$ cat src/rass_defs.vh
// Constants for the addressed serial switch: line timing and command characters.
// Assumes the including file uses them with the widths noted beside each.
`ifndef RASS_DEFS_VH
`define RASS_DEFS_VH

// System clock rate in hertz (250 MHz, 4 ns period).
`define RASS_CLOCK_HZ      250000000
// Addressing link rate in baud.
`define RASS_CMD_BAUD      9600
// Cycles per bit at the addressing rate, rounded down.
`define RASS_BIT_CYCLES    (`RASS_CLOCK_HZ / `RASS_CMD_BAUD)
// Data bits per character on the addressing link.
`define RASS_DATA_BITS     8
// Station address after reset, before the switch setting is sampled.
`define RASS_ADDR_RESET    8'h00
// Command framing characters.
`define RASS_CHAR_XOFF     8'h13
`define RASS_CHAR_SOH      8'h01
// ASCII anchors for hex digit decoding.
`define RASS_CHAR_ZERO     8'h30
`define RASS_CHAR_NINE     8'h39
`define RASS_CHAR_UPPER_A  8'h41
`define RASS_CHAR_UPPER_F  8'h46
`define RASS_CHAR_LOWER_A  8'h61
`define RASS_CHAR_LOWER_F  8'h66
// Added to the low nibble of a letter digit (upper or lower case) to give its value.
`define RASS_LETTER_ADJ    4'h9
// Bit times in one character frame: start, eight data bits and stop.
`define RASS_FRAME_BITS    10

`endif

$ cat src/rass_rx.v
// Character receiver for the addressing link: 8 data bits, no parity, 1 stop bit.
// Assumes the line input is already synchronous to i_clock and idles high.
`timescale 1ns/1ps
`default_nettype none
`include "rass_defs.vh"

module rass_rx #(
  parameter integer P_BIT_CYCLES = `RASS_BIT_CYCLES,
  parameter integer P_CNT_WIDTH  = 16
) (
  input  wire       i_clock,
  input  wire       i_nrst,
  input  wire       i_line,
  output reg  [7:0] o_data,
  output reg        o_valid,
  output reg        o_frame_err
);

  localparam [3:0] S_IDLE  = 4'b0001;
  localparam [3:0] S_START = 4'b0010;
  localparam [3:0] S_DATA  = 4'b0100;
  localparam [3:0] S_STOP  = 4'b1000;

  localparam integer           C_FULL_I = P_BIT_CYCLES - 1;
  localparam integer           C_HALF_I = (P_BIT_CYCLES / 2) - 1;
  localparam [P_CNT_WIDTH-1:0] C_FULL   = C_FULL_I[P_CNT_WIDTH-1:0];
  localparam [P_CNT_WIDTH-1:0] C_HALF   = C_HALF_I[P_CNT_WIDTH-1:0];

  reg [3:0]             state;
  reg [P_CNT_WIDTH-1:0] count;
  reg [2:0]             bit_idx;
  reg [7:0]             shift;

  ////////////////////////////////////////////////////////////////////////////////
  // Every bit is sampled at its centre; a low stop bit flags a framing error,
  // which is what a character sent at a foreign rate usually produces.
  always @(posedge i_clock or negedge i_nrst) begin
    if (!i_nrst) begin
      state       <= S_IDLE;
      count       <= {P_CNT_WIDTH{1'b0}};
      bit_idx     <= 3'd0;
      shift       <= 8'h00;
      o_data      <= 8'h00;
      o_valid     <= 1'b0;
      o_frame_err <= 1'b0;
    end else begin
      o_valid     <= 1'b0;
      o_frame_err <= 1'b0;
      case (state)
        S_IDLE: begin
          if (!i_line) begin
            state <= S_START;
            count <= C_HALF;
          end
        end
        S_START: begin
          if (count != {P_CNT_WIDTH{1'b0}}) begin
            count <= count - 1'b1;
          end else if (!i_line) begin
            state   <= S_DATA;
            count   <= C_FULL;
            bit_idx <= 3'd0;
          end else begin
            state <= S_IDLE;
          end
        end
        S_DATA: begin
          if (count != {P_CNT_WIDTH{1'b0}}) begin
            count <= count - 1'b1;
          end else begin
            shift <= {i_line, shift[7:1]};
            count <= C_FULL;
            if (bit_idx == 3'd7) begin
              state <= S_STOP;
            end
            bit_idx <= bit_idx + 1'b1;
          end
        end
        S_STOP: begin
          if (count != {P_CNT_WIDTH{1'b0}}) begin
            count <= count - 1'b1;
          end else begin
            state <= S_IDLE;
            if (i_line) begin
              o_data  <= shift;
              o_valid <= 1'b1;
            end else begin
              o_frame_err <= 1'b1;
            end
          end
        end
        default: begin
          state <= S_IDLE;
        end
      endcase
    end
  end

endmodule

`default_nettype wire

$ cat src/rass_switch.v
// Addressed RS485-to-RS232 transparent switch: command decoder and pass-through paths.
// Assumes all line inputs are synchronous to i_clock and the station switch is static.
`timescale 1ns/1ps
`default_nettype none
`include "rass_defs.vh"

module rass_switch #(
  parameter integer P_BIT_CYCLES = `RASS_BIT_CYCLES,
  parameter integer P_CNT_WIDTH  = 16
) (
  input  wire       i_clock,
  input  wire       i_nrst,
  input  wire [7:0] i_station_addr,
  input  wire       i_four_wire,
  input  wire       i_bus_rx,
  output reg        o_bus_tx,
  output reg        o_bus_tx_oe,
  input  wire       i_dev_rx,
  output reg        o_dev_tx,
  output reg        o_selected
);

  localparam [3:0] P_WAIT_XOFF = 4'b0001;
  localparam [3:0] P_WAIT_HI   = 4'b0010;
  localparam [3:0] P_WAIT_LO   = 4'b0100;
  localparam [3:0] P_WAIT_SOH  = 4'b1000;

  localparam integer       C_GAP_W = P_CNT_WIDTH + 4;
  localparam integer       C_GAP_I = `RASS_FRAME_BITS * P_BIT_CYCLES;
  localparam [C_GAP_W-1:0] C_GAP   = C_GAP_I[C_GAP_W-1:0];

  reg  [7:0] station;
  reg  [3:0] pstate;
  reg  [3:0] hi_nib;
  reg  [7:0] cmd_addr;
  wire [7:0] rx_data;
  wire       rx_valid;
  wire       rx_frame_err;
  wire       rx_line;
  reg  [4:0] digit;
  reg  [C_GAP_W-1:0] gap_count;
  reg                resync;
  wire               gap_done;
  wire               char_ok;
  reg                next_dev_tx;
  reg                next_bus_tx;
  reg                next_bus_tx_oe;

  ////////////////////////////////////////////////////////////////////////////////
  // Station address, caught by a clocked process after the reset release.
  always @(posedge i_clock or negedge i_nrst) begin
    if (!i_nrst) begin
      station <= `RASS_ADDR_RESET;
    end else begin
      station <= i_station_addr;
    end
  end

  ////////////////////////////////////////////////////////////////////////////////
  // In two-wire mode the bus echoes our own drive; the decoder must not hear it.
  assign rx_line = (o_bus_tx_oe && !i_four_wire) ? 1'b1 : i_bus_rx;

  rass_rx #(
    .P_BIT_CYCLES (P_BIT_CYCLES),
    .P_CNT_WIDTH  (P_CNT_WIDTH)
  ) u_rx (
    .i_clock     (i_clock),
    .i_nrst      (i_nrst),
    .i_line      (rx_line),
    .o_data      (rx_data),
    .o_valid     (rx_valid),
    .o_frame_err (rx_frame_err)
  );

  ////////////////////////////////////////////////////////////////////////////////
  // After a framing error the receiver may lock onto a data edge of a
  // foreign-rate character, so decoded characters are ignored until the line
  // has stayed idle for a whole character time.
  assign gap_done = (gap_count == C_GAP);
  assign char_ok  = rx_valid && !resync;

  always @(posedge i_clock or negedge i_nrst) begin
    if (!i_nrst) begin
      gap_count <= {C_GAP_W{1'b0}};
    end else if (!rx_line) begin
      gap_count <= {C_GAP_W{1'b0}};
    end else if (!gap_done) begin
      gap_count <= gap_count + 1'b1;
    end
  end

  always @(posedge i_clock or negedge i_nrst) begin
    if (!i_nrst) begin
      resync <= 1'b0;
    end else if (rx_frame_err) begin
      resync <= 1'b1;
    end else if (gap_done) begin
      resync <= 1'b0;
    end
  end

  ////////////////////////////////////////////////////////////////////////////////
  // Hex digit decode; bit 4 set marks a character that is not a digit.
  always @* begin
    digit = 5'h10;
    if (rx_data >= `RASS_CHAR_ZERO && rx_data <= `RASS_CHAR_NINE) begin
      digit = {1'b0, rx_data[3:0]};
    end else if (rx_data >= `RASS_CHAR_UPPER_A && rx_data <= `RASS_CHAR_UPPER_F) begin
      digit = {1'b0, rx_data[3:0] + `RASS_LETTER_ADJ};
    end else if (rx_data >= `RASS_CHAR_LOWER_A && rx_data <= `RASS_CHAR_LOWER_F) begin
      digit = {1'b0, rx_data[3:0] + `RASS_LETTER_ADJ};
    end
  end

  ////////////////////////////////////////////////////////////////////////////////
  // Command decoder. Any framing error or unexpected character restarts the
  // search, so a command sent at a foreign rate never completes.
  always @(posedge i_clock or negedge i_nrst) begin
    if (!i_nrst) begin
      pstate     <= P_WAIT_XOFF;
      hi_nib     <= 4'h0;
      cmd_addr   <= 8'h00;
      o_selected <= 1'b0;
    end else if (rx_frame_err) begin
      pstate <= P_WAIT_XOFF;
    end else if (char_ok) begin
      case (pstate)
        P_WAIT_XOFF: begin
          if (rx_data == `RASS_CHAR_XOFF) begin
            pstate <= P_WAIT_HI;
          end
        end
        P_WAIT_HI: begin
          if (!digit[4]) begin
            hi_nib <= digit[3:0];
            pstate <= P_WAIT_LO;
          end else if (rx_data == `RASS_CHAR_XOFF) begin
            pstate <= P_WAIT_HI;
          end else begin
            pstate <= P_WAIT_XOFF;
          end
        end
        P_WAIT_LO: begin
          if (!digit[4]) begin
            cmd_addr <= {hi_nib, digit[3:0]};
            pstate   <= P_WAIT_SOH;
          end else if (rx_data == `RASS_CHAR_XOFF) begin
            pstate <= P_WAIT_HI;
          end else begin
            pstate <= P_WAIT_XOFF;
          end
        end
        P_WAIT_SOH: begin
          if (rx_data == `RASS_CHAR_SOH) begin
            o_selected <= (cmd_addr == station);
            pstate     <= P_WAIT_XOFF;
          end else if (rx_data == `RASS_CHAR_XOFF) begin
            pstate <= P_WAIT_HI;
          end else begin
            pstate <= P_WAIT_XOFF;
          end
        end
        default: begin
          pstate <= P_WAIT_XOFF;
        end
      endcase
    end
  end

  ////////////////////////////////////////////////////////////////////////////////
  // Pass-through paths: one register stage each, no rate dependence and no
  // storage of characters. Unselected, both outputs idle high and the bus
  // driver stays off so other switches can answer.
  always @* begin
    next_dev_tx    = 1'b1;
    next_bus_tx    = 1'b1;
    next_bus_tx_oe = 1'b0;
    if (o_selected) begin
      next_dev_tx = (o_bus_tx_oe && !i_four_wire) ? 1'b1 : i_bus_rx;
      next_bus_tx = i_dev_rx;
      if (i_four_wire) begin
        next_bus_tx_oe = 1'b1;
      end else begin
        next_bus_tx_oe = !i_dev_rx;
      end
    end
  end

  always @(posedge i_clock or negedge i_nrst) begin
    if (!i_nrst) begin
      o_dev_tx    <= 1'b1;
      o_bus_tx    <= 1'b1;
      o_bus_tx_oe <= 1'b0;
    end else begin
      o_dev_tx    <= next_dev_tx;
      o_bus_tx    <= next_bus_tx;
      o_bus_tx_oe <= next_bus_tx_oe;
    end
  end

endmodule

`default_nettype wire

$ cat config.mk
export PLATFORM = sky130hd
export DESIGN_NAME = rass_switch
export DESIGN_NICKNAME = d
export VERILOG_FILES = /design/src/rass_rx.v /design/src/rass_switch.v
export VERILOG_INCLUDE_DIRS = /design/src
export SDC_FILE = /design/constraint.sdc
export NUM_CORES = 1
export LEC_CHECK = 0
export ABC_AREA = 0
export BUFFER_PORTS_ARGS = -buffer_cell sky130_fd_sc_hd__buf_2
export CAP_MARGIN = 10
export CORE_UTILIZATION = 35
export CTS_CLUSTER_SIZE = 16
export DETAILED_ROUTE_END_ITERATION = 10
export PLACE_DENSITY_LB_ADDON = 0.3
export SLEW_MARGIN = 40
export SYNTH_ARGS = -nofsm -noshare
export SYNTH_HDL_FRONTEND = slang
export SYNTH_SLANG_ARGS = --single-unit
$ cat constraint.sdc
create_clock -name i_clock -period 5.85 [get_ports i_clock]
set_input_delay 1.17 -clock i_clock [delete_from_list [all_inputs] [get_ports i_clock]]
set_output_delay 1.17 -clock i_clock [all_outputs]
set_load 0.02 [all_outputs]
==> results of run 1 <==
==> Yosys cell counts (6+ instances only) <==
cell type	instances
ha_1	9
xnor2_1	13
nand2_1	31
nand3_1	9
o21ai_0	18
dfrtp_1	86
or3_1	10
nor2b_1	6
clkbuf_1	10
nand2b_1	6
nor2_1	37
inv_1	17
nor3_1	17
and3_1	8
mux2_2	24
xor2_1	11
nor4_1	8
a21oi_1	22
mux2i_1	10
nand4_1	10
==> flip-flops by register name, indices dropped and copies added, names as in the netlist <==
name and count:
cmd_addr 8, hi_nib 4, o_bus_tx 1, u_rx.state 4, o_dev_tx 1, u_rx.count 16
gap_count 20, o_bus_tx_oe 1, u_rx.o_frame_err 1, u_rx.o_valid 1, o_selected 1, pstate 4
u_rx.shift 8, resync 1, station 8, u_rx.bit_idx 3, u_rx.o_data 8
==> power by group through the flow <==
stage | registers, mW | clock network (mW) | logic (mW)
CTS | 0.661 | 0.600 | 0.188
detailed placement | 0.673 | 0 | 0.187
global route | 0.665 | 0.624 | 0.207
finish | 0.661 | 0.579 | 0.187
global placement | 0.673 | 0 | 0.184
floorplan | 0.664 | 0 | 0.161
==> metrics by stage <==
stage	util [%]	hold slack, ns	cell area (um^2)	std cells
floorplan	-	0.444	4580	438
global placement	38.0	0.460	4820	614
detailed placement	38.1	0.471	4820	614
CTS	40.4	0.484	5120	630
global route	40.5	0.497	5130	630
finish	40.5	0.473	5130	630
==> layer usage <==
metal	vias to the layer above	track usage, %	wire, um
li1	1605	-	-
met1	1579	18.7	4190
met5	-	0	0
met4	0	4.27	61
met2	60	21.2	3870
met3	4	4.31	381
==> worst max-delay path by stage <==
stage / end / startpoint / slack (ns) / depth (start not counted)
3_3_place_gp: u_rx.o_data[2] / i_four_wire / 2.64 / 5
4_1_cts: cmd_addr[0] / u_rx.o_data[1] / 3.11 / 7
5_1_grt: cmd_addr[4] / u_rx.o_data[1] / 2.96 / 7
2_1_floorplan: u_rx.count[10] / i_four_wire / 3.26 / 7
3_5_place_dp: u_rx.o_data[5] / i_four_wire / 2.84 / 5
6_report: cmd_addr[0] / u_rx.o_data[1] / 3.14 / 7
==> final cells by class <==
type / count / share of cell area (%)
Sequential cell: 90 / 44.0
Multi-Input combinational cell: 315 / 42.5
Clock buffer: 9 / 4.39
Tap cell: 172 / 4.20
Timing Repair Buffer: 20 / 2.20
Clock inverter: 7 / 1.44
Inverter: 17 / 1.24
==> logic make-up after synthesis <==
family / count (synthesis)
simple gates: 166
flops: 90
compound gates: 82
mux: 34
buf+inv: 33
xor+xnor: 24
fa+ha+maj: 9
==> metrics.csv, run 1 <==
stage,metric,value,unit
final_layout,Final nets,475,
worst_setup_path,"setup slack, reg-to-reg",3.14,ns
worst_setup_path,"delay-heaviest family, CP",compound AO/OA/AOI/OAI gates,
hold_path,hold depth,1,
pwr,Sw Ratio,26.4,%
worst_setup_path,Reg2Reg Depth,7,
run,MaxCap Viol Count,0,
worst_setup_path,"slowest stage delay, CP",0.66,ns
synthesis,Synth Flop Type,dfrtp_1,
timing,final setup vio count,0,
global_routing,vias in the first global route,3050,
worst_setup_path,Critical R2R Capture,cmd_addr[0],
global_routing,pin count of the biggest net entering global routing,47,
clocking,postcts setup bufs,0,
clocking,CTS tree,done,
worst_setup_path,CP max stage cell,nor4_4,
clocking,clk sinks,90,
synthesis,Compound-Gate Fraction of Synth Area,12.4,%
die,Core Rows,41,
synthesis,"EDFF count, synth",0,
pwr,Cell Pwr Density,278,mW/mm^2
clocking,hold buffer count at CTS,0,
route,Total Wirelength,8510,um
die,die area,0.0135,mm^2
final_layout,register area,0.00226,mm^2
final_layout,share of cells above drive strength 1,17.5,%
clocking,clock buffer depth,2,
hold_path,Worst Hold Endpoint,o_dev_tx,
pwr,Static Leak,2.16,nW
synthesis,largest area contributor in the netlist,dfrtp_1,
clocking,H-tree depth,3,
global_routing,first-pass GRT wire length,14600,um
synthesis,post-synthesis mux area share,8.09,%
timing,Fin Clk Skew,0.00750,ns
worst_setup_path,CP cell instances,inv_1 > ha_1 > o21bai_4 > a2111oi_4 > a31oi_2 > nor4_4 > mux2_2,
pwr,Comb pwr share,13.1,%
placed_design,Buffers on Ports,16,
route,final antenna-violating net count,0,
timing,Final period util,46.3,%
synthesis,Post-synth ARST share,100,%
clocking,clock latency on the worst-skew pair,0.34,ns
synthesis,Syn Area/Cell,10.5,um^2
synthesis,syn_nets,460,
worst_setup_path,CP required,6.08,ns
final_layout,"commonest non-fill, non-tap cell in the layout",dfrtp_1,
final_layout,Fill cells,1265,
worst_setup_path,crit path kind,reg -> reg,
timing,minimum clock period,2.71,ns
synthesis,"Seq/Total Area, Yosys",49.3,%
timing,RSZ-0062 raised after global routing,false,
synthesis,Adder-Cell Fraction of Synth Area,2.46,%
route,drt drc,0,
clocking,total CTS buffers,9,
synthesis,synthesized instance count,438,
pwr,Clock Power Share,40.6,%
route,routed len/inst,13.5,um
global_routing,GRT Total Usage,13.8,%
timing,Setup WS post-layout,3.14,ns
timing,Max Clk Rate,369,MHz
worst_setup_path,Worst setup SP type,flop,
placed_design,pre-CTS WS,2.84,ns
die,I/O Pins,17,
pwr,Power Total,1.43,mW
pwr,sw power,377,uW
worst_setup_path,CP max FO,9,
worst_setup_path,crit path DAT,2.94,ns
synthesis,share of Yosys cell area claimed by the top area cell type,47.0,%
pwr,cell-internal power,1.05,mW
synthesis,Synth cell types,61,
final_layout,area delta synth->final,12.0,%
timing,Final Max Tran Viols,0,
global_routing,grt total ovfl,0,
die,core area,0.0127,mm^2
hold_path,Hold Path Class,reg -> reg,
pwr,Worst VDD drop,120,uV
synthesis,largest family of logic cells by synthesized area,simple AND/OR/NAND/NOR gates,
clocking,# resized after CTS,0,
route,drt initial violations,170,
status,outcome,"complete, no violations",
clocking,Worst-path clk slew,0.07,ns
final_layout,Multi-input gate area,0.00218,mm^2
timing,worst slew margin relative to its limit,49.0,%
global_routing,initial antenna violation count,0,
timing,"Hold Vio Cnt, Final",0,
worst_setup_path,CP Buf/Inv Count,1,
synthesis,Synth Area in Simple Gates,19.9,%
synthesis,Synth Register Bits,90,
die,die width,116,um
route,vias post-DR,3248,
placed_design,gpl congestion,0.831,
synthesis,post-synthesis xor/xnor area fraction,4.59,%
clocking,Root Buffer,clkbuf_16,
worst_setup_path,worst reg2reg startpoint,u_rx.o_data[1],
synthesis,Synthesis Warnings,0,
route,DRT Pass-1 Iters,4,
final_layout,# diodes,0,
route,vias per inst,5.16,
final_layout,"commonest cells after routing, fill and taps aside","dfrtp_1, nor2_1, nand2_1",
worst_setup_path,CP Capture Type,flop,
timing,Setup TNS Final,0,ns
hold_path,worst hold path startpoint,o_selected,
synthesis,top area cells in the synthesized netlist,"dfrtp_1, mux2_2, nor2_1",
pwr,Seq pwr share,46.3,%
timing,Slew @ Worst Pin,0.758,ns
die,Die Span Y,116,um
die,initial core utilization,36.1,%
placed_design,HPWL Detailed,5960,um
synthesis,mapped cell area,0.00458,mm^2
No activity file was read; power rests on OpenSTA's default activity.
==> run 2, diff against run 1 <==
--- a/config.mk
+++ b/config.mk
@@ -6,7 +6,7 @@
 export SDC_FILE = /design/constraint.sdc
 export NUM_CORES = 1
 export LEC_CHECK = 0
-export ABC_AREA = 0
+export ABC_AREA = 1
 export BUFFER_PORTS_ARGS = -buffer_cell sky130_fd_sc_hd__buf_2
 export CAP_MARGIN = 10
 export CORE_UTILIZATION = 35
==> constraint.sdc (replaced) <==
create_clock -name i_clock -period 2.2 [get_ports i_clock]
set_input_delay 0.44 -clock i_clock [delete_from_list [all_inputs] [get_ports i_clock]]
set_output_delay 0.44 -clock i_clock [all_outputs]
set_load 0.02 [all_outputs]
==> metrics.csv, run 2 <==
stage,metric,value,unit
clocking,Worst-path clk slew,0.07,ns
global_routing,pin count of the biggest net entering global routing,44,
global_routing,GRT Total Usage,15.6,%
route,Total Wirelength,10500,um
final_layout,Final nets,697,
die,core area,0.0140,mm^2
clocking,total CTS buffers,9,
final_layout,Fill cells,1413,
synthesis,Synth cell types,41,
global_routing,grt total ovfl,0,
worst_setup_path,CP max stage cell,dfrtp_1,
clocking,hold buffer count at CTS,1,
clocking,H-tree depth,3,
pwr,Cell Pwr Density,785,mW/mm^2
synthesis,share of Yosys cell area claimed by the top area cell type,42.1,%
final_layout,"commonest non-fill, non-tap cell in the layout",nand2_1,
timing,Setup TNS Final,0,ns
pwr,Clock Power Share,33.5,%
worst_setup_path,crit path DAT,2.13,ns
route,DRT Pass-1 Iters,4,
die,die width,123,um
die,initial core utilization,36.4,%
synthesis,Synthesis Warnings,0,
worst_setup_path,CP max FO,14,
clocking,postcts setup bufs,0,
final_layout,final cell count without fillers,860,
timing,RSZ-0062 raised after global routing,false,
hold_path,hold depth,1,
route,drt drc,0,
clocking,clock latency on the worst-skew pair,0.36,ns
timing,"Hold Vio Cnt, Final",0,
clocking,Root Buffer,clkbuf_16,
global_routing,initial antenna violation count,0,
synthesis,Post-synth ARST share,100,%
die,I/O Pins,17,
worst_setup_path,crit path kind,reg -> reg,
worst_setup_path,critical path depth,8,
synthesis,largest area contributor in the netlist,dfrtp_1,
worst_setup_path,CP Capture Type,flop,
clocking,CTS tree,done,
final_layout,largest register by flop count,gap_count,
final_layout,Multi-input gate area,0.00248,mm^2
worst_setup_path,CP Buf/Inv Count,1,
pwr,Comb pwr share,24.8,%
timing,Final Max Tran Viols,0,
hold_path,Hold Path Class,in -> reg,
final_layout,Largest regs,"gap_count x20, u_rx.count x16",
global_routing,first-pass GRT wire length,18400,um
route,final antenna-violating net count,0,
synthesis,synthesized instance count,651,
worst_setup_path,"slowest stage delay, CP",0.46,ns
worst_setup_path,"delay-heaviest family, CP",simple AND/OR/NAND/NOR gates,
worst_setup_path,"setup slack, reg-to-reg",0.29,ns
synthesis,dominant cell by count in the synthesized netlist,nand2_1,
hold_path,worst hold path startpoint,i_station_addr[7],
pwr,sw power,1.57,mW
timing,Max Clk Rate,524,MHz
final_layout,share of cells above drive strength 1,15.0,%
synthesis,Synth Flop Type,dfrtp_1,
synthesis,syn_nets,673,
timing,worst slew margin relative to its limit,69.1,%
die,Core Rows,43,
synthesis,mapped cell area,0.00511,mm^2
pwr,Sw Ratio,35.0,%
synthesis,Synth Register Bits,90,
placed_design,gpl congestion,0.891,
worst_setup_path,Critical R2R Capture,pstate[2],
pwr,Static Leak,2.75,nW
pwr,Worst VDD drop,415,uV
hold_path,Worst Hold Endpoint,station[7],
timing,Final period util,86.7,%
run,MaxCap Viol Count,0,
global_routing,vias in the first global route,4087,
final_layout,"commonest cells after routing, fill and taps aside","nand2_1, dfrtp_1, inv_1",
final_layout,# diodes,0,
synthesis,"EDFF count, synth",0,
final_layout,max reg flops,20,
timing,final setup vio count,0,
route,routed len/inst,12.3,um
final_layout,Final Util,40.6,%
synthesis,synth cell count leaders,"nand2_1, dfrtp_1, inv_1",
route,drt initial violations,297,
route,vias post-DR,4103,
worst_setup_path,Reg2Reg Depth,8,
pwr,cell-internal power,2.91,mW
timing,minimum clock period,1.91,ns
synthesis,"Seq/Total Area, Yosys",44.1,%
clocking,# resized after CTS,0,
synthesis,top area cells in the synthesized netlist,"dfrtp_1, nand2_1, inv_1",
status,outcome,"complete, no violations",
timing,Fin Clk Skew,0.0106,ns
worst_setup_path,Worst setup SP type,flop,
placed_design,placed cells,843,
placed_design,HPWL Detailed,7680,um
timing,Slew @ Worst Pin,0.460,ns
worst_setup_path,worst reg2reg startpoint,u_rx.o_data[0],
clocking,clk sinks,90,
final_layout,area delta synth->final,11.5,%
die,die area,0.0151,mm^2
route,vias per inst,4.77,
pwr,Seq pwr share,41.7,%
placed_design,Buffers on Ports,16,
worst_setup_path,CP required,2.43,ns
die,Die Span Y,123,um
synthesis,Syn Area/Cell,7.86,um^2
worst_setup_path,Setup crit start,u_rx.o_data[0],
final_layout,register area,0.00226,mm^2
clocking,clock buffer depth,2,
worst_setup_path,CP cell instances,inv_1 > ha_1 > o21ai_0 > nand2_1 > nand2_1 > nand2_2 > nand3_1 > o21ai_0,
## run 2: area by class of cell
type / count / area share [%]
Multi-Input combinational cell: 471 / 43.4
Timing Repair Buffer: 23 / 2.63
Clock buffer: 9 / 3.95
Sequential cell: 90 / 39.6
Tap cell: 180 / 3.95
Clock inverter: 7 / 1.21
Inverter: 80 / 5.27
## run 2: how the worst max path moves through the flow
stage / end / slack, ns
3_5_place_dp: pstate[2] / 0.31
3_3_place_gp: pstate[2] / 0.34
6_report: pstate[2] / 0.29
4_1_cts: pstate[2] / 0.28
5_1_grt: pstate[2] / 0.01
2_1_floorplan: u_rx.count[3] / 0.65
## run 2: layer usage
layer	GRT usage [%]	vias to the layer above	wire, um
met5	0	-	0
met4	4.95	0	162
met3	4.46	14	358
met2	26.3	62	5050
met1	19.2	1886	4970
li1	-	2141	-
## run 2: stage by stage
step / cell area [um^2] / power [mW] / setup WS (ns) / hold WS, ns
finish: 5700 / 4.48 / 0.293 / 0.190
global placement: 5400 / 2.98 / 0.342 / 0.356
floorplan: 5110 / 2.84 / 0.652 / 0.144
CTS: 5700 / 4.55 / 0.280 / 0.175
global route: 5700 / 4.75 / 0.0120 / 0.170
detailed placement: 5400 / 3.02 / 0.308 / 0.361
## run 2: kinds of logic (layout without fill, tap and decap cells)
| family | count (synthesis) | count (layout) | synth area share [%] |
|---|---|---|---|
| and+or+nand+nor | 379 | 379 | 36.3 |
| adders and majority gates | 9 | 9 | 2.20 |
| AOI/OAI and AO/OA | 68 | 68 | 7.32 |
| DFF | 90 | 90 | 44.1 |
| xor gates and xnor gates | 15 | 15 | 2.57 |
| buffers and inverters | 90 | 119 | 7.44 |
## run 2: power groups by stage
stage / Sequential, mW / Clock [mW] / Combinational [mW]
global placement: 1.89 / 0 / 1.09
floorplan: 1.87 / 0 / 0.970
detailed placement: 1.90 / 0 / 1.12
global route: 1.88 / 1.62 / 1.24
finish: 1.87 / 1.50 / 1.11
CTS: 1.87 / 1.56 / 1.12
